[src/core/art_defs.svh]
// Purpose: shared constants of the acquisition stop and pause trigger block
// Assumes: included by its bare name
// Notes: source indices address the flattened source vectors
`ifndef ART_DEFS_SVH
`define ART_DEFS_SVH

// ----------------------------------------------------------------
// pin and source counts
// ----------------------------------------------------------------
`define ART_NUM_PFI 16
`define ART_NUM_BUS 8
`define ART_NUM_CTR 4
`define ART_NUM_OTHER 3
`define ART_SRC_W 6
`define ART_VEC_W 64

// ----------------------------------------------------------------
// stop trigger source map
// ----------------------------------------------------------------
`define ART_REF_SRC_PFI0 0
`define ART_REF_SRC_BUS0 16
`define ART_REF_SRC_STAR 24
`define ART_REF_SRC_CHG 25
`define ART_REF_SRC_CTR0 26
`define ART_REF_SRC_OTHER0 30
`define ART_REF_SRC_CMP 33

// ----------------------------------------------------------------
// pause gate source map
// ----------------------------------------------------------------
`define ART_PAU_SRC_PFI0 0
`define ART_PAU_SRC_BUS0 16
`define ART_PAU_SRC_STAR 24
`define ART_PAU_SRC_CTR0 25
`define ART_PAU_SRC_GATE0 29
`define ART_PAU_SRC_OTHER0 33
`define ART_PAU_SRC_CMP 36

// ----------------------------------------------------------------
// reset values
// ----------------------------------------------------------------
`define ART_RST_OE 1'b0
`define ART_RST_LEVEL 1'b0

`endif

[src/core/art_pkg.sv]
// Purpose: types of the acquisition stop and pause trigger block
// Assumes: nothing
// Notes: one-hot acquisition states
package art_pkg;

	// ----------------------------------------------------------------
	// acquisition states
	// ----------------------------------------------------------------
	typedef enum logic [4:0]
	{
		ART_IDLE = 5'h01,
		ART_PRE = 5'h02,
		ART_ARMED = 5'h04,
		ART_POST = 5'h08,
		ART_DONE = 5'h10
	} art_state_t;

endpackage

[src/core/art_sync.sv]
// Purpose: two flop synchroniser for asynchronous levels
// Assumes: inputs are quasi static compared to sys_clk
// Notes: first stage is read only by the second stage
module art_sync
#(
	parameter int W = 1
)
(
	input wire logic sys_clk,
	input wire logic arst_n,
	input wire logic [W-1:0] d,
	output logic [W-1:0] q
);

	logic [W-1:0] meta_r;
	logic [W-1:0] q_r;

	always_ff @(posedge sys_clk or negedge arst_n)
	begin
		if (!arst_n)
		begin
			meta_r <= '0;
			q_r <= '0;
		end
		else
		begin
			meta_r <= d;
			q_r <= meta_r;
		end
	end

	assign q = q_r;

endmodule

[src/core/art_trigger.sv]
// Purpose: stop trigger and pause gate control of a sampled acquisition
// Assumes: samples, counters and subsystem triggers are on sys_clk; pins and comparator are not
// Notes: buffer storage lives outside, this block steers its write side
// Operation
// - posttrigger count is buffer size minus pretrigger
// - watch stop trigger after pretrigger samples stored
// - early stop conditions are ignored
// - full buffer overwrites oldest sample circularly
// - capture exactly posttrigger count then finish
// - digital stop source uses selected edge
// - comparator stop source uses rising edge
// - stop source chosen from multiplexed sources
// - stop trigger routable to pins and lines
// - function pins reset as inputs only
// - active pause suppresses sample strobes
// - pause active level is programmable
// - pause reacts to level, never edges
// - comparator pause follows its selected level
// - pause source and polarity are selectable
// - pause gate routable to pins and lines
// - strobes ignored outside an acquisition
// - begin on start trigger or software command
// - stop trigger never restarts a capture
`include "art_defs.svh"

module art_trigger
#(
	parameter int CNT_W = 16,
	parameter int DATA_W = 16
)
(
	input wire logic sys_clk,
	input wire logic arst_n,
	input wire logic [CNT_W-1:0] cfg_buf_size,
	input wire logic [CNT_W-1:0] cfg_pre_count,
	input wire logic cfg_ref_enable,
	input wire logic [`ART_SRC_W-1:0] cfg_ref_src,
	input wire logic cfg_ref_edge_fall,
	input wire logic cfg_start_use_trig,
	input wire logic sw_start,
	input wire logic sw_stop,
	input wire logic acq_begin_trigger,
	input wire logic cfg_pause_enable,
	input wire logic [`ART_SRC_W-1:0] cfg_pause_src,
	input wire logic cfg_pause_active_low,
	input wire logic [`ART_NUM_PFI-1:0] cfg_pfi_ref_out,
	input wire logic [`ART_NUM_PFI-1:0] cfg_pfi_pause_out,
	input wire logic [`ART_NUM_BUS-1:0] cfg_bus_ref_out,
	input wire logic [`ART_NUM_BUS-1:0] cfg_bus_pause_out,
	input wire logic cfg_star_ref_out,
	input wire logic cfg_star_pause_out,
	input wire logic [`ART_NUM_PFI-1:0] programmable_function_pin_in,
	output logic [`ART_NUM_PFI-1:0] programmable_function_pin_out,
	output logic [`ART_NUM_PFI-1:0] programmable_function_pin_oe,
	input wire logic [`ART_NUM_BUS-1:0] sync_trigger_bus_line_in,
	output logic [`ART_NUM_BUS-1:0] sync_trigger_bus_line_out,
	output logic [`ART_NUM_BUS-1:0] sync_trigger_bus_line_oe,
	input wire logic star_in,
	output logic star_output_line,
	input wire logic comparator_in,
	input wire logic change_detect,
	input wire logic [`ART_NUM_CTR-1:0] ctr_out,
	input wire logic [`ART_NUM_CTR-1:0] ctr_gate,
	input wire logic [`ART_NUM_OTHER-1:0] other_stop_trig,
	input wire logic [`ART_NUM_OTHER-1:0] other_pause_trig,
	input wire logic acq_sample_strobe_in,
	input wire logic [DATA_W-1:0] sample_data,
	output logic acq_sample_strobe,
	output logic buf_wr_en,
	output logic [CNT_W-1:0] buf_wr_addr,
	output logic [DATA_W-1:0] buf_wr_data,
	output logic [CNT_W-1:0] trig_addr,
	output logic buf_wrapped,
	output logic acq_stop_trigger,
	output logic acq_pause_gate,
	output logic acq_running,
	output logic acq_done
);

	// ----------------------------------------------------------------
	// state record
	// ----------------------------------------------------------------
	typedef struct packed
	{
		art_pkg::art_state_t state;
		logic [CNT_W-1:0] wr_addr;
		logic [CNT_W-1:0] fill;
		logic [CNT_W-1:0] post_cnt;
		logic [CNT_W-1:0] post_tgt;
		logic [CNT_W-1:0] trig_addr;
		logic wrapped;
		logic ref_prev;
		logic stop_pulse;
		logic done_pulse;
		logic pause;
		logic wr_en;
		logic [DATA_W-1:0] wr_data;
		logic [`ART_NUM_PFI-1:0] pfi_out;
		logic [`ART_NUM_PFI-1:0] pfi_oe;
		logic [`ART_NUM_BUS-1:0] bus_out;
		logic [`ART_NUM_BUS-1:0] bus_oe;
		logic star_out;
	} art_regs_t;

	localparam art_regs_t ST_RESET = '{state: art_pkg::ART_IDLE, default: '0};

	art_regs_t st_r;
	art_regs_t st_nxt;

	// ----------------------------------------------------------------
	// source selection
	// ----------------------------------------------------------------
	function automatic logic src_pick(input logic [`ART_VEC_W-1:0] v, input logic [`ART_SRC_W-1:0] s);
		return v[s];
	endfunction

	logic [`ART_NUM_PFI-1:0] pfi_s;
	logic [`ART_NUM_BUS-1:0] bus_s;
	logic star_s;
	logic cmp_s;
	logic [`ART_VEC_W-1:0] ref_vec;
	logic [`ART_VEC_W-1:0] pause_vec;

	art_sync
	#(
		.W(`ART_NUM_PFI + `ART_NUM_BUS + 2)
	)
	u_sync
	(
		.sys_clk(sys_clk),
		.arst_n(arst_n),
		.d({comparator_in, star_in, sync_trigger_bus_line_in, programmable_function_pin_in}),
		.q({cmp_s, star_s, bus_s, pfi_s})
	);

	always_comb
	begin
		ref_vec = '0;
		ref_vec[`ART_REF_SRC_PFI0 +: `ART_NUM_PFI] = pfi_s;
		ref_vec[`ART_REF_SRC_BUS0 +: `ART_NUM_BUS] = bus_s;
		ref_vec[`ART_REF_SRC_STAR] = star_s;
		ref_vec[`ART_REF_SRC_CHG] = change_detect;
		ref_vec[`ART_REF_SRC_CTR0 +: `ART_NUM_CTR] = ctr_out;
		ref_vec[`ART_REF_SRC_OTHER0 +: `ART_NUM_OTHER] = other_stop_trig;
		ref_vec[`ART_REF_SRC_CMP] = cmp_s;
	end

	always_comb
	begin
		pause_vec = '0;
		pause_vec[`ART_PAU_SRC_PFI0 +: `ART_NUM_PFI] = pfi_s;
		pause_vec[`ART_PAU_SRC_BUS0 +: `ART_NUM_BUS] = bus_s;
		pause_vec[`ART_PAU_SRC_STAR] = star_s;
		pause_vec[`ART_PAU_SRC_CTR0 +: `ART_NUM_CTR] = ctr_out;
		pause_vec[`ART_PAU_SRC_GATE0 +: `ART_NUM_CTR] = ctr_gate;
		pause_vec[`ART_PAU_SRC_OTHER0 +: `ART_NUM_OTHER] = other_pause_trig;
		pause_vec[`ART_PAU_SRC_CMP] = cmp_s;
	end

	// ----------------------------------------------------------------
	// next state
	// ----------------------------------------------------------------
	logic ref_lvl;
	logic ref_rise;
	logic ref_fall;
	logic ref_event;
	logic pause_now;
	logic active;
	logic sample;
	logic start_req;
	logic [CNT_W-1:0] fill_inc;
	logic [CNT_W-1:0] post_inc;
	logic [CNT_W-1:0] addr_last;

	always_comb
	begin
		st_nxt = st_r;
		st_nxt.stop_pulse = 1'b0;
		st_nxt.done_pulse = 1'b0;
		st_nxt.wr_en = 1'b0;

		ref_lvl = src_pick(ref_vec, cfg_ref_src);
		ref_rise = ref_lvl & ~st_r.ref_prev;
		ref_fall = ~ref_lvl & st_r.ref_prev;
		st_nxt.ref_prev = ref_lvl;
		if (cfg_ref_src == `ART_SRC_W'(`ART_REF_SRC_CMP))
		begin
			ref_event = ref_rise;
		end
		else
		begin
			ref_event = cfg_ref_edge_fall ? ref_fall : ref_rise;
		end

		// level only: no edge history kept for the pause source
		pause_now = cfg_pause_enable & (src_pick(pause_vec, cfg_pause_src) ^ cfg_pause_active_low);
		st_nxt.pause = pause_now;

		active = (st_r.state == art_pkg::ART_PRE) || (st_r.state == art_pkg::ART_ARMED)
			|| (st_r.state == art_pkg::ART_POST);
		sample = acq_sample_strobe_in & active & ~pause_now;
		if ((st_r.state == art_pkg::ART_POST) && (st_r.post_cnt >= st_r.post_tgt))
		begin
			sample = 1'b0;
		end
		start_req = cfg_start_use_trig ? acq_begin_trigger : sw_start;

		fill_inc = CNT_W'(st_r.fill + 1'b1);
		post_inc = CNT_W'(st_r.post_cnt + 1'b1);
		addr_last = CNT_W'(cfg_buf_size - 1'b1);

		if (sample)
		begin
			st_nxt.wr_en = 1'b1;
			st_nxt.wr_data = sample_data;
			if ((st_r.wr_addr >= addr_last) || (cfg_buf_size == '0))
			begin
				st_nxt.wr_addr = '0;
			end
			else
			begin
				st_nxt.wr_addr = CNT_W'(st_r.wr_addr + 1'b1);
			end
			if (st_r.fill >= cfg_buf_size)
			begin
				st_nxt.wrapped = 1'b1;
			end
			else
			begin
				st_nxt.fill = fill_inc;
			end
		end

		case (st_r.state)
			art_pkg::ART_IDLE:
			begin
				if (start_req)
				begin
					st_nxt.wr_addr = '0;
					st_nxt.fill = '0;
					st_nxt.post_cnt = '0;
					st_nxt.wrapped = 1'b0;
					if (!cfg_ref_enable)
					begin
						st_nxt.post_tgt = cfg_buf_size;
						st_nxt.state = art_pkg::ART_POST;
					end
					else if (cfg_pre_count == '0)
					begin
						st_nxt.state = art_pkg::ART_ARMED;
					end
					else
					begin
						st_nxt.state = art_pkg::ART_PRE;
					end
				end
			end
			art_pkg::ART_PRE:
			begin
				// stop conditions are not looked at here
				if (sample && (fill_inc >= cfg_pre_count))
				begin
					st_nxt.state = art_pkg::ART_ARMED;
				end
			end
			art_pkg::ART_ARMED:
			begin
				if (ref_event)
				begin
					st_nxt.stop_pulse = 1'b1;
					st_nxt.trig_addr = st_nxt.wr_addr;
					st_nxt.post_cnt = '0;
					if (cfg_pre_count > cfg_buf_size)
					begin
						st_nxt.post_tgt = '0;
					end
					else
					begin
						st_nxt.post_tgt = CNT_W'(cfg_buf_size - cfg_pre_count);
					end
					st_nxt.state = art_pkg::ART_POST;
				end
			end
			art_pkg::ART_POST:
			begin
				if (sample)
				begin
					st_nxt.post_cnt = post_inc;
				end
				if ((st_r.post_cnt >= st_r.post_tgt) || (sample && (post_inc >= st_r.post_tgt)))
				begin
					st_nxt.state = art_pkg::ART_DONE;
				end
			end
			art_pkg::ART_DONE:
			begin
				// only a new start leaves idle again
				st_nxt.done_pulse = 1'b1;
				st_nxt.state = art_pkg::ART_IDLE;
			end
			default:
			begin
				st_nxt.state = art_pkg::ART_IDLE;
			end
		endcase

		if (sw_stop && active)
		begin
			st_nxt.state = art_pkg::ART_DONE;
		end

		// pin drive: stop routing has priority over pause routing, so a pin or line routed to both carries only the stop pulse
		for (int i = 0; i < `ART_NUM_PFI; i++)
		begin
			st_nxt.pfi_out[i] = cfg_pfi_ref_out[i] ? st_nxt.stop_pulse : st_nxt.pause;
			st_nxt.pfi_oe[i] = cfg_pfi_ref_out[i] | cfg_pfi_pause_out[i];
		end
		for (int j = 0; j < `ART_NUM_BUS; j++)
		begin
			st_nxt.bus_out[j] = cfg_bus_ref_out[j] ? st_nxt.stop_pulse : st_nxt.pause;
			st_nxt.bus_oe[j] = cfg_bus_ref_out[j] | cfg_bus_pause_out[j];
		end
		st_nxt.star_out = (cfg_star_ref_out & st_nxt.stop_pulse)
			| (~cfg_star_ref_out & cfg_star_pause_out & st_nxt.pause);
	end

	// ----------------------------------------------------------------
	// state register
	// ----------------------------------------------------------------
	always_ff @(posedge sys_clk or negedge arst_n)
	begin
		if (!arst_n)
		begin
			st_r <= ST_RESET;
		end
		else
		begin
			st_r <= st_nxt;
		end
	end

	// ----------------------------------------------------------------
	// outputs
	// ----------------------------------------------------------------
	assign programmable_function_pin_out = st_r.pfi_out;
	assign programmable_function_pin_oe = st_r.pfi_oe;
	assign sync_trigger_bus_line_out = st_r.bus_out;
	assign sync_trigger_bus_line_oe = st_r.bus_oe;
	assign star_output_line = st_r.star_out;
	assign acq_sample_strobe = st_r.wr_en;
	assign buf_wr_en = st_r.wr_en;
	assign buf_wr_addr = st_r.wr_addr;
	assign buf_wr_data = st_r.wr_data;
	assign trig_addr = st_r.trig_addr;
	assign buf_wrapped = st_r.wrapped;
	assign acq_stop_trigger = st_r.stop_pulse;
	assign acq_pause_gate = st_r.pause;
	assign acq_running = (st_r.state == art_pkg::ART_PRE) || (st_r.state == art_pkg::ART_ARMED)
		|| (st_r.state == art_pkg::ART_POST);
	assign acq_done = st_r.done_pulse;

endmodule

[config.mk]
export PLATFORM = sky130hd
export DESIGN_NAME = art_trigger
export DESIGN_NICKNAME = d
export VERILOG_FILES = /design/src/core/art_pkg.sv /design/src/core/art_sync.sv /design/src/core/art_trigger.sv
export VERILOG_INCLUDE_DIRS = /design/src /design/src/core
export SDC_FILE = /design/constraint.sdc
export NUM_CORES = 1
export LEC_CHECK = 0
export CORE_AREA = 4 4 154 230
export CTS_BUF_LIST = sky130_fd_sc_hd__clkbuf_2 sky130_fd_sc_hd__clkbuf_4 sky130_fd_sc_hd__clkbuf_8
export CTS_CLUSTER_DIAMETER = 50
export DETAILED_ROUTE_END_ITERATION = 10
export DIE_AREA = 0 0 158 234
export DONT_BUFFER_PORTS = 1
export GPL_TIMING_DRIVEN = 0
export PLACE_DENSITY = 0.52
export SYNTH_ARGS = -nofsm -noshare
export SYNTH_HDL_FRONTEND = slang
export SYNTH_HIERARCHICAL = 1
export SYNTH_SLANG_ARGS = --single-unit
[constraint.sdc]
create_clock -name sys_clk -period 2.92 [get_ports sys_clk]
set_input_delay 0.146 -clock sys_clk [delete_from_list [all_inputs] [get_ports sys_clk]]
set_output_delay 0.146 -clock sys_clk [all_outputs]
set_load 0.02 [all_outputs]
=== Word-level counts from Yosys, hierarchy flattened ===
Index checks and enable logic that the tools add are counted.

* Bits in registers: 208
* Input port bits: 162

* Reduce and logical (&&, ||, !) cells: 16
* Bitwise logic cells: 38
* Add/sub/neg operators: 5
* Equality and inequality tests: 14
* Mux-type cells: 58
* Order comparisons: 8

{| class="wikitable"
|+ Operators with widths
! operator !! number
|-
| 16-bit >= comparator || 5
|-
| 16-bit two-way mux || 5
|-
| 69-bit two-way mux || 1
|-
| 32-bit two-way mux || 2
|-
| 16-bit by 1-bit adder with 16-bit output, second input constant || 3
|-
| 48-bit two-way mux || 1
|-
| 16-bit one-hot mux with 3 select lines || 1
|-
| 1-bit two-way mux || 37
|-
| 16-bit zero test || 2
|-
| 16-bit one-hot mux with 2 select lines || 1
|-
| 5-bit two-way mux || 5
|-
| 1-bit bitwise OR || 25
|-
| 5-bit one-hot mux with 4 select lines || 1
|-
| 17-bit two-way mux || 1
|-
| 16-bit greater-than comparator || 1
|-
| 16-bit by 1-bit subtractor with 16-bit output, second input constant || 1
|-
| 16-bit subtractor || 1
|-
| 6-bit by 7-bit < comparator with 1-bit output, second input constant || 2
|-
| 1-bit binary-select mux with 6-bit select || 2
|-
| 3-bit != test, second input constant || 4
|-
| 4-bit AND reduction || 3
|-
| 1-bit bitwise AND || 8
|-
| 2-bit != test, second input constant || 4
|-
| 6-bit equality test, second input constant || 1
|-
| other kinds (13) || 22
|}

=== Logic depth before layout (Yosys ltp) ===
Gate-level depths: netlist (run 1).

* Word-level depth: 12
* Gate-level depth with buffers: 19
* Depth with buffers taken out: 18

=== Modules after synthesis ===
The synthesis (run 1) kept the hierarchy.

{| class="wikitable"
|+ Modules (own cells, without submodules)
! module !! sequential area each (sq um) !! area each (sq um) !! times used !! cells each
|-
| art_trigger || 3905.0 || 10950.5 || 1 || 1181
|-
| art_sync || 1301.2 || 1301.2 || 1 || 52
|}

=== Least setup slack after synthesis (run 1) ===
OpenSTA, ideal clock, no wires.

* Kind: input -> register
* Start: input port cfg_buf_size[3]
* End: register st_r (netlist bit trig_addr[5])
* Cell stages on the path: 18
* Setup slack: -0.491 ns
* Data arrival time: 3.329 ns
* Required time: 2.838 ns
* Cells stage by stage: nor2_1 nand2_1 nor3_1 nand2_1 nor4_1 nand2_1 nor3_1 xnor2_1 ha_1 a21o_1 a21o_1 a221oi_1 o41a_1 a21boi_0 a31oi_1 nor2_1 nand3b_1 a31oi_1

* Cells in the longest elaborated chain, start to end: 5
* Elaborated cells between the ends (all ways): 6

{| class="wikitable"
|+ RTL lines
! element !! RTL line !! RTL
|-
| from (decl) || art_trigger.sv:34 || <nowiki>input wire logic [CNT_W-1:0] cfg_buf_size,</nowiki>
|-
| 16-bit by 1-bit subtractor with 16-bit output || art_trigger.sv:210 || <nowiki>addr_last = CNT_W'(cfg_buf_size - 1'b1);</nowiki>
|-
| 16-bit >= comparator || art_trigger.sv:216 || <nowiki>if ((st_r.wr_addr >= addr_last) || (cfg_buf_size == '0))</nowiki>
|-
| 1-bit logical OR * || art_trigger.sv:216 ||
|-
| 16-bit two-way mux * || art_trigger.sv:216 ||
|-
| 32-bit two-way mux * || art_trigger.sv:212 || <nowiki>if (sample)</nowiki>
|-
| to (signal assigned) || art_trigger.sv:338 || <nowiki>st_r <= st_nxt;</nowiki>
|-
| to (decl) || art_trigger.sv:107 || <nowiki>art_regs_t st_r;</nowiki>
|}

Every way passes the cells marked *; elsewhere a longest branch is shown, timed or not.
A chain may end at the register's enable or synchronous reset.

==> results of run 1 <==
[critical path, delay by kind of cell, from the launching register on]
family | cells | cell delay [ps]
xor gates and xnor gates | 1 | 160
DFF | 1 | 390
muxes | 1 | 490
buffers and inverters | 2 | 340
and+or+nand+nor | 5 | 1210
AOI/OAI and AO/OA | 2 | 580
[layout make-up]
class	instances	area [sq um]	area share, %
sequential	208	5210	33.1
inverter	78	300	1.91
tap	420	526	3.34
multi-input combinational	812	6290	40.0
antenna	4	10.0	0.0636
clock inverter	15	139	0.883
timing repair buffer	159	1540	9.80
clock buffer	52	678	4.31
buffer	135	1030	6.55
[flip-flops by register name, summed over array words and instances, names as in the netlist]
| name | count |
|---|---|
| trig_addr | 16 |
| u_sync/meta_r | 26 |
| sync_trigger_bus_line_oe | 8 |
| acq_pause_gate | 1 |
| star_output_line | 1 |
| acq_done | 1 |
| buf_wrapped | 1 |
| u_sync/q | 26 |
| acq_sample_strobe | 1 |
| st_r | 54 |
| buf_wr_data | 16 |
| sync_trigger_bus_line_out | 8 |
| buf_wr_addr | 16 |
| programmable_function_pin_oe | 16 |
| acq_stop_trigger | 1 |
| programmable_function_pin_out | 16 |
[kinds of logic after synthesis]
family          share of synthesized area, %
compound gates                          12.1
fa+ha+maj                               10.4
simple gates                            14.7
flops                                   42.5
xor+xnor                                5.43
mux                                     5.12
buf+inv                                 9.83
[power by group through the flow]
stage | Combinational [W] | Sequential, W | Clock (W)
after CTS | 0.00256 | 0.00346 | 0.00308
after detailed placement | 0.00225 | 0.00350 | 0
after global routing | 0.00297 | 0.00351 | 0.00321
final | 0.00269 | 0.00347 | 0.00295
after floorplan | 0.00177 | 0.00344 | 0
after global placement | 0.00222 | 0.00349 | 0
[through the flow]
step	setup TNS, ps	hold WS, ps	cells	util, %
6_report	-16550	-686	1883	47.2
5_1_grt	-25670	-732	1882	47.2
4_1_cts	-12920	-737	1866	46.2
3_5_place_dp	-99850	-144	1653	38.7
3_3_place_gp	-98430	-143	1653	38.6
2_1_floorplan	-1100	-150	1233	-
[placed cells by master, fill, tap and decap left out, types with 7 or more instances in the layout]
cell type                       synthesis  final
sky130_fd_sc_hd__a211oi_1              16     12
sky130_fd_sc_hd__a21o_1                18     18
sky130_fd_sc_hd__a21oi_1               58     52
sky130_fd_sc_hd__a22oi_1               15     14
sky130_fd_sc_hd__a31oi_1                8      7
sky130_fd_sc_hd__and2_1                 9      8
sky130_fd_sc_hd__and3_1                15     12
sky130_fd_sc_hd__buf_4                102    130
sky130_fd_sc_hd__clkbuf_1              21     14
sky130_fd_sc_hd__clkbuf_8               0     46
sky130_fd_sc_hd__clkinv_2               1      9
sky130_fd_sc_hd__dfrtp_1              207    201
sky130_fd_sc_hd__dlygate4sd3_1          0    126
sky130_fd_sc_hd__ha_1                 100     97
sky130_fd_sc_hd__inv_1                 76     73
sky130_fd_sc_hd__mux2_2                19     18
sky130_fd_sc_hd__mux2i_1               12      9
sky130_fd_sc_hd__mux4_2                13     13
sky130_fd_sc_hd__nand2_1               75     71
sky130_fd_sc_hd__nand2b_1               9      9
sky130_fd_sc_hd__nand3_1               38     32
sky130_fd_sc_hd__nand3b_1               8      8
sky130_fd_sc_hd__nand4_1               24     24
sky130_fd_sc_hd__nor2_1                96     85
sky130_fd_sc_hd__nor2_4                 0      7
sky130_fd_sc_hd__nor2b_1                8      8
sky130_fd_sc_hd__nor3_1                14     11
sky130_fd_sc_hd__o21ai_0               70     51
sky130_fd_sc_hd__o21ai_1                1     16
sky130_fd_sc_hd__or2_2                 28     27
sky130_fd_sc_hd__xnor2_1               48     44
sky130_fd_sc_hd__xor2_1                28     25
[worst min-delay path by stage]
stage	startpoint	cells past startpoint	endpoint	slack [ps]
global placement	arst_n	0	programmable_function_pin_oe[13]$_DFF_PN0_	-140
finish	arst_n	0	programmable_function_pin_oe[8]$_DFF_PN0_	-690
detailed placement	arst_n	0	programmable_function_pin_oe[8]$_DFF_PN0_	-140
CTS	arst_n	0	programmable_function_pin_out[2]$_DFF_PN0_	-740
global route	arst_n	0	programmable_function_pin_oe[8]$_DFF_PN0_	-730
floorplan	arst_n	0	acq_done$_DFF_PN0_	-150
[repair_timing]
action / 4_1_cts / 5_1_grt
setup endpoints to repair: 128 / 126
buffers inserted: 20 / 13
pin swaps: 15 / 24
endpoints found under the hold margin: 322 / 208
gates resized for setup: 80 / 68
[layer usage]
| metal | wire length, um | vias to the layer above | GRT usage (%) |
|---|---|---|---|
| li1 | - | 4647 | - |
| met1 | 13900 | 4699 | 21.5 |
| met2 | 18800 | 291 | 34.8 |
| met3 | 2270 | 78 | 4.10 |
| met4 | 1290 | 0 | 6.94 |
| met5 | 0 | - | 0 |
==> impl_metrics.xml, run 1 <==
<?xml version="1.0" encoding="UTF-8"?>
<metrics>
  <group name="clock_network">
    <metric name="tritoncts_buffers" unit="">37</metric>
    <metric name="clock_path_buffers" unit="">3</metric>
    <metric name="htree_levels" unit="">2</metric>
    <metric name="clock_tree_from_tritoncts" unit="">built</metric>
    <metric name="cts.hold.buffers_added" unit="">126</metric>
    <metric name="worst_skew_pair.late_latency" unit="ps">540</metric>
    <metric name="cts_sinks" unit="">208</metric>
    <metric name="clk_pin_slew_worst_paths" unit="ps">60</metric>
    <metric name="cts.root.buffer_cell" unit="">sky130_fd_sc_hd__clkbuf_8</metric>
  </group>
  <group name="drt">
    <metric name="remaining_drc_errors" unit="">0</metric>
    <metric name="average_vias_per_placed_instance" unit="">5.16</metric>
    <metric name="routed_wl" unit="um">36300</metric>
    <metric name="routed-via-count" unit="">9715</metric>
    <metric name="detailed_route_wire_length_per_cell" unit="um">19.3</metric>
    <metric name="antenna_left" unit="">0</metric>
    <metric name="drt_pre_antenna_iters" unit="">7</metric>
    <metric name="detailedRoute.firstIterationViolations" unit="">431</metric>
  </group>
  <group name="synthesis">
    <metric name="ys.flop_type" unit="">sky130_fd_sc_hd__dfrtp_1</metric>
    <metric name="asyncSetResetFlopFracSynth" unit="%">100</metric>
    <metric name="postSynthRegisterBits" unit="">208</metric>
    <metric name="synth_top_cell_by_area" unit="">sky130_fd_sc_hd__dfrtp_1</metric>
    <metric name="synth.yosys.seq_area_share" unit="%">42.5</metric>
    <metric name="synth_top_area_share" unit="%">42.3</metric>
    <metric name="yosysUniqueCellTypes" unit="">67</metric>
    <metric name="post_synth_top_cells" unit="">sky130_fd_sc_hd__dfrtp_1 (207), sky130_fd_sc_hd__buf_4 (102), sky130_fd_sc_hd__ha_1 (100)</metric>
    <metric name="netlist_area" unit="sq mm">0.0123</metric>
    <metric name="postSynthNetCount" unit="">1496</metric>
    <metric name="synth_enable_flop_cells" unit="">0</metric>
    <metric name="yosys.cell_count.top_type" unit="">sky130_fd_sc_hd__dfrtp_1</metric>
    <metric name="synth_warnings" unit="">6</metric>
    <metric name="post_synth.cell_area_avg" unit="sq um">9.94</metric>
    <metric name="ys_top_cells_by_area" unit="">sky130_fd_sc_hd__dfrtp_1 (42%), sky130_fd_sc_hd__ha_1 (10%), sky130_fd_sc_hd__buf_4 (6.3%), sky130_fd_sc_hd__xnor2_1 (3.4%), sky130_fd_sc_hd__nor2_1 (2.9%)</metric>
    <metric name="synth_cells" unit="">1233</metric>
  </group>
  <group name="sta">
    <metric name="final.period_utilization" unit="%">111</metric>
    <metric name="grt_setup_unrepaired" unit="">yes</metric>
    <metric name="worst-slew-pin-transition" unit="ps">984</metric>
    <metric name="fin_skew" unit="ps">23.1</metric>
    <metric name="final.hold.worst_slack" unit="ps">-686</metric>
    <metric name="final_max_slew_viol_count" unit="">0</metric>
    <metric name="final.setup.worst_slack" unit="ps">-309</metric>
    <metric name="report.final.hold_viol_count" unit="">208</metric>
    <metric name="max_clock_freq" unit="MHz">310</metric>
    <metric name="final-setup-viol-count" unit="">83</metric>
    <metric name="relative_slew_margins" unit="%">34.3</metric>
    <metric name="period_minus_slack" unit="ps">3230</metric>
  </group>
  <group name="power_and_ir_drop">
    <metric name="p_per_area" unit="mW/mm^2">579</metric>
    <metric name="power_leakage" unit="nW">7.28</metric>
    <metric name="internal_power" unit="W">0.00617</metric>
    <metric name="p_clk_share" unit="%">32.4</metric>
    <metric name="combinationalPowerShare" unit="%">29.5</metric>
    <metric name="netSwitchingPower" unit="W">0.00295</metric>
    <metric name="power.share.switching" unit="%">32.4</metric>
    <metric name="p_total" unit="W">0.00911</metric>
    <metric name="seq_power_share" unit="%">38.0</metric>
    <metric name="max-vdd-ir-drop" unit="uV">257</metric>
  </group>
  <group name="floorplan">
    <metric name="floorplan.die.width" unit="um">158</metric>
    <metric name="start_util" unit="%">36.7</metric>
    <metric name="io-pin-count" unit="">266</metric>
    <metric name="die_h" unit="um">234</metric>
    <metric name="fp.dieArea" unit="sq mm">0.0370</metric>
    <metric name="design.core.area" unit="sq mm">0.0333</metric>
    <metric name="placementRows" unit="">82</metric>
  </group>
  <group name="critical_path">
    <metric name="critical-path-slowest-cell" unit="">sky130_fd_sc_hd__mux4_2</metric>
    <metric name="setup.reg_to_reg.worst_slack" unit="ps">-310</metric>
    <metric name="crit_path_capture" unit="">st_r[126]$_DFF_PN0_</metric>
    <metric name="critPathLaunch" unit="">u_sync/q[5]$_DFF_PN0_</metric>
    <metric name="r2r_start" unit="">u_sync/q[5]$_DFF_PN0_</metric>
    <metric name="worst_r2r_path_cells" unit="">11</metric>
    <metric name="critical_path_arrival" unit="ps">3700</metric>
    <metric name="cp_max_fanout" unit="">8</metric>
    <metric name="critical_path.reg2reg.endpoint" unit="">st_r[126]$_DFF_PN0_</metric>
    <metric name="crit_required" unit="ps">3390</metric>
    <metric name="timing.critical_path.from_type" unit="">register</metric>
    <metric name="critPathCaptureType" unit="">register</metric>
    <metric name="crit_chain" unit="">mux4_2, nor2_1, and4b_1, nor4_4, xnor2_2, a221o_1, clkinv_4, nand3_4, buf_8, or3_1, a21oi_2</metric>
    <metric name="criticalPathCategory" unit="">register to register</metric>
    <metric name="crit_path_max_incr_delay" unit="ps">490</metric>
  </group>
  <group name="min_path">
    <metric name="path_class_of_the_lowest_slack_min_delay_path" unit="">input port to asynchronous set/reset pin</metric>
  </group>
  <group name="placed_design">
    <metric name="post-place-ws" unit="ps">-1050</metric>
    <metric name="io_buffer_count" unit="">0</metric>
    <metric name="standard_cell_area_after_detailed_placement" unit="sq mm">0.0129</metric>
    <metric name="place.detailed.hpwl" unit="um">26500</metric>
    <metric name="gp_routability_congestion" unit="">0.893</metric>
  </group>
  <group name="grt">
    <metric name="grt.overflow.total" unit="">0</metric>
    <metric name="first_global_vias" unit="">10100</metric>
    <metric name="grt_max_degree" unit="">209</metric>
    <metric name="grt_use_total" unit="%">19.0</metric>
    <metric name="global_route_wire_length_before_repair" unit="um">54900</metric>
    <metric name="antenna_found_initial" unit="">4</metric>
  </group>
  <group name="run">
    <metric name="max-cap-violations" unit="">0</metric>
  </group>
  <group name="cells_and_area">
    <metric name="layout-drive-gt1-share" unit="%">25.2</metric>
    <metric name="nNetsFinal" unit="">1694</metric>
    <metric name="n_fill_cell" unit="">3162</metric>
    <metric name="final_cell_area" unit="sq mm">0.0157</metric>
    <metric name="area_growth_from_synthesis_to_layout" unit="%">28.4</metric>
  </group>
  <group name="outcome">
    <metric name="violations" unit="">hold timing, setup timing</metric>
    <metric name="run_status" unit="">finished, violations left</metric>
  </group>
</metrics>
Note: power is estimated with default switching activity, not from simulation.
==> run 2, diff against run 1 <==
--- a/config.mk
+++ b/config.mk
@@ -12,8 +12,9 @@
 export DETAILED_ROUTE_END_ITERATION = 10
 export DIE_AREA = 0 0 158 234
 export DONT_BUFFER_PORTS = 1
+export GPL_ROUTABILITY_DRIVEN = 1
 export GPL_TIMING_DRIVEN = 0
-export PLACE_DENSITY = 0.52
+export PLACE_DENSITY = 0.5
 export SYNTH_ARGS = -nofsm -noshare
 export SYNTH_HDL_FRONTEND = slang
 export SYNTH_HIERARCHICAL = 1
==> constraint.sdc (replaced) <==
create_clock -name sys_clk -period 3.6 [get_ports sys_clk]
set_input_delay 0.18 -clock sys_clk [delete_from_list [all_inputs] [get_ports sys_clk]]
set_output_delay 0.18 -clock sys_clk [all_outputs]
set_load 0.02 [all_outputs]
==> impl_metrics.xml, run 2 (synthesis results as in run 1) <==
<?xml version="1.0" encoding="UTF-8"?>
<metrics>
  <group name="sta">
    <metric name="final.hold.worst_slack" unit="ps">-659</metric>
    <metric name="max_clock_freq" unit="MHz">294</metric>
    <metric name="final.setup.worst_slack" unit="ps">203</metric>
    <metric name="fin_tns_setup" unit="ps">0</metric>
    <metric name="period_minus_slack" unit="ps">3400</metric>
    <metric name="relative_slew_margins" unit="%">35.9</metric>
    <metric name="report.final.hold_viol_count" unit="">208</metric>
    <metric name="worst-slew-pin-transition" unit="ps">948</metric>
    <metric name="final.period_utilization" unit="%">94.3</metric>
    <metric name="final-setup-viol-count" unit="">0</metric>
    <metric name="final_max_slew_viol_count" unit="">0</metric>
    <metric name="fin_skew" unit="ps">20.6</metric>
  </group>
  <group name="power_and_ir_drop">
    <metric name="internal_power" unit="W">0.00488</metric>
    <metric name="netSwitchingPower" unit="W">0.00233</metric>
    <metric name="seq_power_share" unit="%">38.8</metric>
    <metric name="power_leakage" unit="nW">7.05</metric>
    <metric name="p_total" unit="W">0.00722</metric>
    <metric name="power.share.switching" unit="%">32.4</metric>
    <metric name="p_clk_share" unit="%">33.0</metric>
    <metric name="combinationalPowerShare" unit="%">28.3</metric>
    <metric name="max-vdd-ir-drop" unit="uV">284</metric>
    <metric name="p_per_area" unit="mW/mm^2">479</metric>
  </group>
  <group name="cells_and_area">
    <metric name="layout.cells.most_common_list" unit="">sky130_fd_sc_hd__dfrtp_1 (207), sky130_fd_sc_hd__dlygate4sd3_1 (125), sky130_fd_sc_hd__buf_4 (115)</metric>
    <metric name="layout.cells.most_common" unit="">sky130_fd_sc_hd__dfrtp_1</metric>
    <metric name="nNetsFinal" unit="">1673</metric>
    <metric name="registers.top_by_ff_count" unit="">st_r</metric>
    <metric name="layout-drive-gt1-share" unit="%">19.6</metric>
    <metric name="final_cell_area" unit="sq mm">0.0151</metric>
    <metric name="area_growth_from_synthesis_to_layout" unit="%">22.9</metric>
    <metric name="utilization" unit="%">45.2</metric>
    <metric name="largest_register_ffs" unit="">54</metric>
  </group>
  <group name="floorplan">
    <metric name="floorplan.die.width" unit="um">158</metric>
    <metric name="fp.dieArea" unit="sq mm">0.0370</metric>
    <metric name="io-pin-count" unit="">266</metric>
    <metric name="die_h" unit="um">234</metric>
    <metric name="start_util" unit="%">36.7</metric>
    <metric name="placementRows" unit="">82</metric>
    <metric name="design.core.area" unit="sq mm">0.0333</metric>
  </group>
  <group name="run">
    <metric name="max-cap-violations" unit="">0</metric>
  </group>
  <group name="critical_path">
    <metric name="timing.critical_path.from_type" unit="">register</metric>
    <metric name="critical_path_arrival" unit="ps">3810</metric>
    <metric name="critPathCaptureType" unit="">register</metric>
    <metric name="criticalPathCategory" unit="">register to register</metric>
    <metric name="cp_max_fanout" unit="">10</metric>
    <metric name="crit_required" unit="ps">4020</metric>
  </group>
  <group name="placed_design">
    <metric name="post-place-ws" unit="ps">-839</metric>
    <metric name="place.detailed.hpwl" unit="um">26600</metric>
    <metric name="standard_cell_area_after_detailed_placement" unit="sq mm">0.0128</metric>
    <metric name="gp_routability_congestion" unit="">0.844</metric>
    <metric name="io_buffer_count" unit="">0</metric>
  </group>
  <group name="drt">
    <metric name="remaining_drc_errors" unit="">0</metric>
    <metric name="average_vias_per_placed_instance" unit="">5.12</metric>
    <metric name="drt_pre_antenna_iters" unit="">5</metric>
    <metric name="routed_wl" unit="um">35500</metric>
    <metric name="detailedRoute.firstIterationViolations" unit="">403</metric>
    <metric name="routed-via-count" unit="">9504</metric>
    <metric name="antenna_left" unit="">0</metric>
    <metric name="detailed_route_wire_length_per_cell" unit="um">19.1</metric>
  </group>
  <group name="clock_network">
    <metric name="clk_pin_slew_worst_paths" unit="ps">70</metric>
    <metric name="tritoncts_buffers" unit="">38</metric>
    <metric name="worst_skew_pair.late_latency" unit="ps">550</metric>
    <metric name="cts.root.buffer_cell" unit="">sky130_fd_sc_hd__clkbuf_8</metric>
    <metric name="htree_levels" unit="">2</metric>
    <metric name="cts.hold.buffers_added" unit="">125</metric>
    <metric name="clock_tree_from_tritoncts" unit="">built</metric>
    <metric name="cts_sinks" unit="">208</metric>
    <metric name="clock_path_buffers" unit="">3</metric>
  </group>
  <group name="outcome">
    <metric name="run_status" unit="">finished, violations left</metric>
    <metric name="violations" unit="">hold timing</metric>
  </group>
  <group name="min_path">
    <metric name="path_class_of_the_lowest_slack_min_delay_path" unit="">input port to asynchronous set/reset pin</metric>
  </group>
  <group name="grt">
    <metric name="global_route_wire_length_before_repair" unit="um">53400</metric>
    <metric name="grt_max_degree" unit="">209</metric>
    <metric name="grt_use_total" unit="%">18.4</metric>
    <metric name="first_global_vias" unit="">9902</metric>
    <metric name="antenna_found_initial" unit="">1</metric>
    <metric name="grt.overflow.total" unit="">0</metric>
  </group>
</metrics>
## run 2: cell types whose count changed in the layout (fill, tap and decap cells not counted), sizes merged, moves of 2 or more
cell / previous run / this run
diode: 4 / 1
clkinv: 10 / 3
inv: 78 / 80
clkbuf: 69 / 79
buf: 151 / 124
## run 2: repair_timing
item	in CTS	in global routing
cloned	0	0
gates resized for setup	7	37
endpoints found under the hold margin	321	208
setup endpoints to repair	64	92
buffers inserted	0	11
pin swaps	1	6
## run 2: worst max-delay path, cell delays in order (launching register included)
cell	delay [ps]
sky130_fd_sc_hd__dfrtp_1	380
sky130_fd_sc_hd__mux4_2	500
sky130_fd_sc_hd__mux2i_4	180
sky130_fd_sc_hd__nor4b_1	90
sky130_fd_sc_hd__nor4_2	600
sky130_fd_sc_hd__xnor2_1	190
sky130_fd_sc_hd__a221o_1	420
sky130_fd_sc_hd__inv_4	150
sky130_fd_sc_hd__buf_4	190
sky130_fd_sc_hd__buf_4	210
sky130_fd_sc_hd__mux2i_2	270
sky130_fd_sc_hd__a21oi_1	100
## run 2: metrics by stage
| stage | cells | hold WS (ps) |
|---|---|---|
| final | 1857 | -659 |
| after global routing | 1857 | -701 |
| after CTS | 1845 | -704 |
| after detailed placement | 1654 | -104 |
| after global placement | 1653 | -103 |
| after floorplan | 1233 | -116 |
## run 2: layout make-up
class / instances / area, sq um
diodes: 1 / 2.50
plain buffers: 135 / 935
clock buffers: 56 / 714
clock inverters: 10 / 92.6
fillers: 3212 / 18300
inverters: 78 / 295
multi-input cells: 812 / 5950
flip-flops and latches: 208 / 5210
well taps: 420 / 526
repair buffers: 137 / 1340
## run 2: power groups by stage
stage                     Clock [W]  Combinational, W  Sequential (W)
after detailed placement          0           0.00181         0.00284
after global placement            0           0.00179         0.00283
after CTS                   0.00248           0.00195         0.00280
final                       0.00238           0.00204         0.00280
after floorplan                   0           0.00142         0.00279
after global routing        0.00257           0.00226         0.00283
## run 2: worst paths after layout
check,startpoint,endpoint,cells past startpoint,slack (ps)
max in group asynchronous,arst_n,buf_wr_data[8]$_DFFE_PN0N_,0,3880
hold / removal,arst_n,st_r[127]$_DFF_PN0_,0,-660
setup / recovery,u_sync/q[19]$_DFF_PN0_,trig_addr[1]$_DFFE_PN0P_,11,200
min in group sys_clk,cfg_ref_enable,st_r[100]$_DFFE_PN0P_,4,40
setup reg to reg,u_sync/q[19]$_DFF_PN0_,trig_addr[1]$_DFFE_PN0P_,11,200
hold reg to reg,u_sync/meta_r[19]$_DFF_PN0_,u_sync/q[19]$_DFF_PN0_,0,340
## run 2: metal layers
layer | GRT usage [%] | wire, um
met5 | 0 | 0
met1 | 20.8 | 13800
met3 | 3.77 | 2130
met2 | 34.2 | 18400
met4 | 6.43 | 1090
==> run 3, diff against run 2 <==
--- a/config.mk
+++ b/config.mk
@@ -15,6 +15,7 @@
 export GPL_ROUTABILITY_DRIVEN = 1
 export GPL_TIMING_DRIVEN = 0
 export PLACE_DENSITY = 0.5
+export SETUP_SLACK_MARGIN = 0.5
 export SYNTH_ARGS = -nofsm -noshare
 export SYNTH_HDL_FRONTEND = slang
 export SYNTH_HIERARCHICAL = 1
==> impl_metrics.xml, run 3 (synthesis results as in run 1) <==
<?xml version="1.0" encoding="UTF-8"?>
<metrics>
  <group name="clock_network">
    <metric name="clock_path_buffers" unit="">3</metric>
    <metric name="clk_pin_slew_worst_paths" unit="ps">60</metric>
    <metric name="cts_sinks" unit="">208</metric>
    <metric name="tritoncts_buffers" unit="">38</metric>
    <metric name="clock_tree_from_tritoncts" unit="">built</metric>
    <metric name="worst_skew_pair.late_latency" unit="ps">550</metric>
    <metric name="cts.root.buffer_cell" unit="">sky130_fd_sc_hd__clkbuf_8</metric>
    <metric name="htree_levels" unit="">2</metric>
  </group>
  <group name="critical_path">
    <metric name="timing.critical_path.from_type" unit="">register</metric>
    <metric name="cp_max_fanout" unit="">6</metric>
    <metric name="criticalPathCategory" unit="">register to register</metric>
    <metric name="critical_path_arrival" unit="ps">3640</metric>
    <metric name="r2r_start" unit="">st_r[155]$_DFFE_PN0P_</metric>
    <metric name="worst_r2r_path_cells" unit="">12</metric>
    <metric name="crit_required" unit="ps">4070</metric>
    <metric name="critPathLaunch" unit="">st_r[155]$_DFFE_PN0P_</metric>
    <metric name="critPathCaptureType" unit="">register</metric>
  </group>
  <group name="cells_and_area">
    <metric name="layout.cells.most_common_list" unit="">sky130_fd_sc_hd__dfrtp_1 (203), sky130_fd_sc_hd__buf_4 (131), sky130_fd_sc_hd__dlygate4sd3_1 (123)</metric>
    <metric name="largest_register_ffs" unit="">54</metric>
    <metric name="layout.cells.most_common" unit="">sky130_fd_sc_hd__dfrtp_1</metric>
    <metric name="area_growth_from_synthesis_to_layout" unit="%">29.0</metric>
    <metric name="nNetsFinal" unit="">1700</metric>
    <metric name="layout-drive-gt1-share" unit="%">25.5</metric>
    <metric name="n_fill_cell" unit="">3166</metric>
    <metric name="registers.top_by_ff_count" unit="">st_r</metric>
  </group>
  <group name="floorplan">
    <metric name="floorplan.die.width" unit="um">158</metric>
    <metric name="design.core.area" unit="sq mm">0.0333</metric>
    <metric name="die_h" unit="um">234</metric>
    <metric name="start_util" unit="%">36.7</metric>
    <metric name="fp.dieArea" unit="sq mm">0.0370</metric>
    <metric name="io-pin-count" unit="">266</metric>
    <metric name="placementRows" unit="">82</metric>
  </group>
  <group name="sta">
    <metric name="relative_slew_margins" unit="%">43.4</metric>
    <metric name="grt_setup_unrepaired" unit="">yes</metric>
    <metric name="worst-slew-pin-transition" unit="ps">847</metric>
    <metric name="report.final.hold_viol_count" unit="">208</metric>
    <metric name="final-setup-viol-count" unit="">0</metric>
    <metric name="final_max_slew_viol_count" unit="">0</metric>
    <metric name="final.period_utilization" unit="%">88.1</metric>
    <metric name="fin_tns_setup" unit="ps">0</metric>
    <metric name="max_clock_freq" unit="MHz">315</metric>
    <metric name="final.hold.worst_slack" unit="ps">-652</metric>
    <metric name="period_minus_slack" unit="ps">3170</metric>
    <metric name="fin_skew" unit="ps">22.8</metric>
  </group>
  <group name="run">
    <metric name="max-cap-violations" unit="">0</metric>
  </group>
  <group name="placed_design">
    <metric name="place.detailed.hpwl" unit="um">26500</metric>
    <metric name="io_buffer_count" unit="">0</metric>
    <metric name="gp_routability_congestion" unit="">0.849</metric>
  </group>
  <group name="grt">
    <metric name="antenna_found_initial" unit="">1</metric>
    <metric name="grt.overflow.total" unit="">0</metric>
    <metric name="grt_max_degree" unit="">209</metric>
    <metric name="grt_use_total" unit="%">19.0</metric>
    <metric name="first_global_vias" unit="">10000</metric>
    <metric name="global_route_wire_length_before_repair" unit="um">54700</metric>
  </group>
  <group name="min_path">
    <metric name="path_class_of_the_lowest_slack_min_delay_path" unit="">input port to asynchronous set/reset pin</metric>
  </group>
  <group name="drt">
    <metric name="routed-via-count" unit="">9631</metric>
    <metric name="remaining_drc_errors" unit="">0</metric>
    <metric name="antenna_left" unit="">0</metric>
    <metric name="average_vias_per_placed_instance" unit="">5.11</metric>
    <metric name="drt_pre_antenna_iters" unit="">4</metric>
    <metric name="detailedRoute.firstIterationViolations" unit="">376</metric>
    <metric name="routed_wl" unit="um">35900</metric>
    <metric name="detailed_route_wire_length_per_cell" unit="um">19.1</metric>
  </group>
  <group name="power_and_ir_drop">
    <metric name="p_per_area" unit="mW/mm^2">482</metric>
    <metric name="max-vdd-ir-drop" unit="uV">323</metric>
    <metric name="power_leakage" unit="nW">7.34</metric>
  </group>
  <group name="outcome">
    <metric name="run_status" unit="">finished, violations left</metric>
    <metric name="violations" unit="">hold timing</metric>
  </group>
</metrics>
## run 3: cell types whose count changed in the layout (fill, tap and decap cells not counted), sizes merged
cell	before	now
buf	124	154
inv	80	77
clkinv	3	5
dlygate4sd3	125	123
bufinv	1	2
clkinvlp	4	3
## run 3: power by group
| group | internal [W] | total (W) | switching [W] |
|---|---|---|---|
| logic | 0.00108 | 0.00233 | 0.00126 |
| registers | 0.00263 | 0.00280 | 0.000172 |
| clock network | 0.00146 | 0.00248 | 0.00102 |
| total | 0.00517 | 0.00761 | 0.00245 |
## run 3: path summary, 6_finish.rpt
| path | end | slack, ps |
|---|---|---|
| min in group sys_clk | st_r[155]$_DFFE_PN0P_ | 50 |
| hold reg to reg | u_sync/q[2]$_DFF_PN0_ | 350 |
| setup reg to reg | st_r[105]$_DFFE_PN0P_ | 430 |
| hold / removal | st_r[122]$_DFF_PN0_ | -650 |
| setup / recovery | st_r[105]$_DFFE_PN0P_ | 430 |
| max in group asynchronous | st_r[107]$_DFFE_PN0P_ | 3710 |
## run 3: timing repair
item	4_1_cts	5_1_grt
gates cloned	0	2
resized for setup	52	96
endpoints found under the hold margin	321	209
setup buffers	10	28
hold buffers	122	1
pin swaps	7	14
endpoints found under the setup margin	128	126
## run 3: metal layers
layer | track usage [%] | share of wire, % | vias up
met3 | 4.12 | 6.1 | 61
met1 | 21.6 | 38 | 4672
li1 | - | - | 4650
met5 | 0 | 0 | -
met2 | 34.5 | 53 | 248
met4 | 6.99 | 3.1 | 0
## run 3: critical path: stages, from the launching register on
cell                        delay [ps]
sky130_fd_sc_hd__dfrtp_1           400
sky130_fd_sc_hd__or2_2             300
sky130_fd_sc_hd__clkbuf_1          160
sky130_fd_sc_hd__nor4b_2           730
sky130_fd_sc_hd__buf_4             290
sky130_fd_sc_hd__a221o_1           260
sky130_fd_sc_hd__clkinv_4          150
sky130_fd_sc_hd__buf_12            160
sky130_fd_sc_hd__o2bb2ai_4         120
sky130_fd_sc_hd__buf_8             160
sky130_fd_sc_hd__clkbuf_16         160
sky130_fd_sc_hd__buf_4             130
sky130_fd_sc_hd__o21ai_2           100
## run 3: layout make-up
type / count / area (sq um) / area share (%)
multi-input combinational: 812 / 6320 / 40.0
timing repair buffer: 164 / 1610 / 10.2
inverter: 78 / 300 / 1.90
buffer: 135 / 997 / 6.31
clock buffer: 57 / 741 / 4.69
antenna: 1 / 2.50 / 0.0158
sequential: 208 / 5210 / 33.0
clock inverter: 9 / 103 / 0.649
tap: 420 / 526 / 3.32
## run 3: through the flow
stage | instance area [sq um] | utilization, % | instances | setup WS [ps] | power [W]
floorplan | 12300 | - | 1233 | 490 | 0.00421
global placement | 12800 | 38.5 | 1653 | -486 | 0.00462
detailed placement | 12800 | 38.5 | 1654 | -443 | 0.00465
CTS | 15200 | 45.5 | 1852 | 397 | 0.00742
global route | 15800 | 47.4 | 1883 | 252 | 0.00810
finish | 15800 | 47.4 | 1884 | 429 | 0.00761
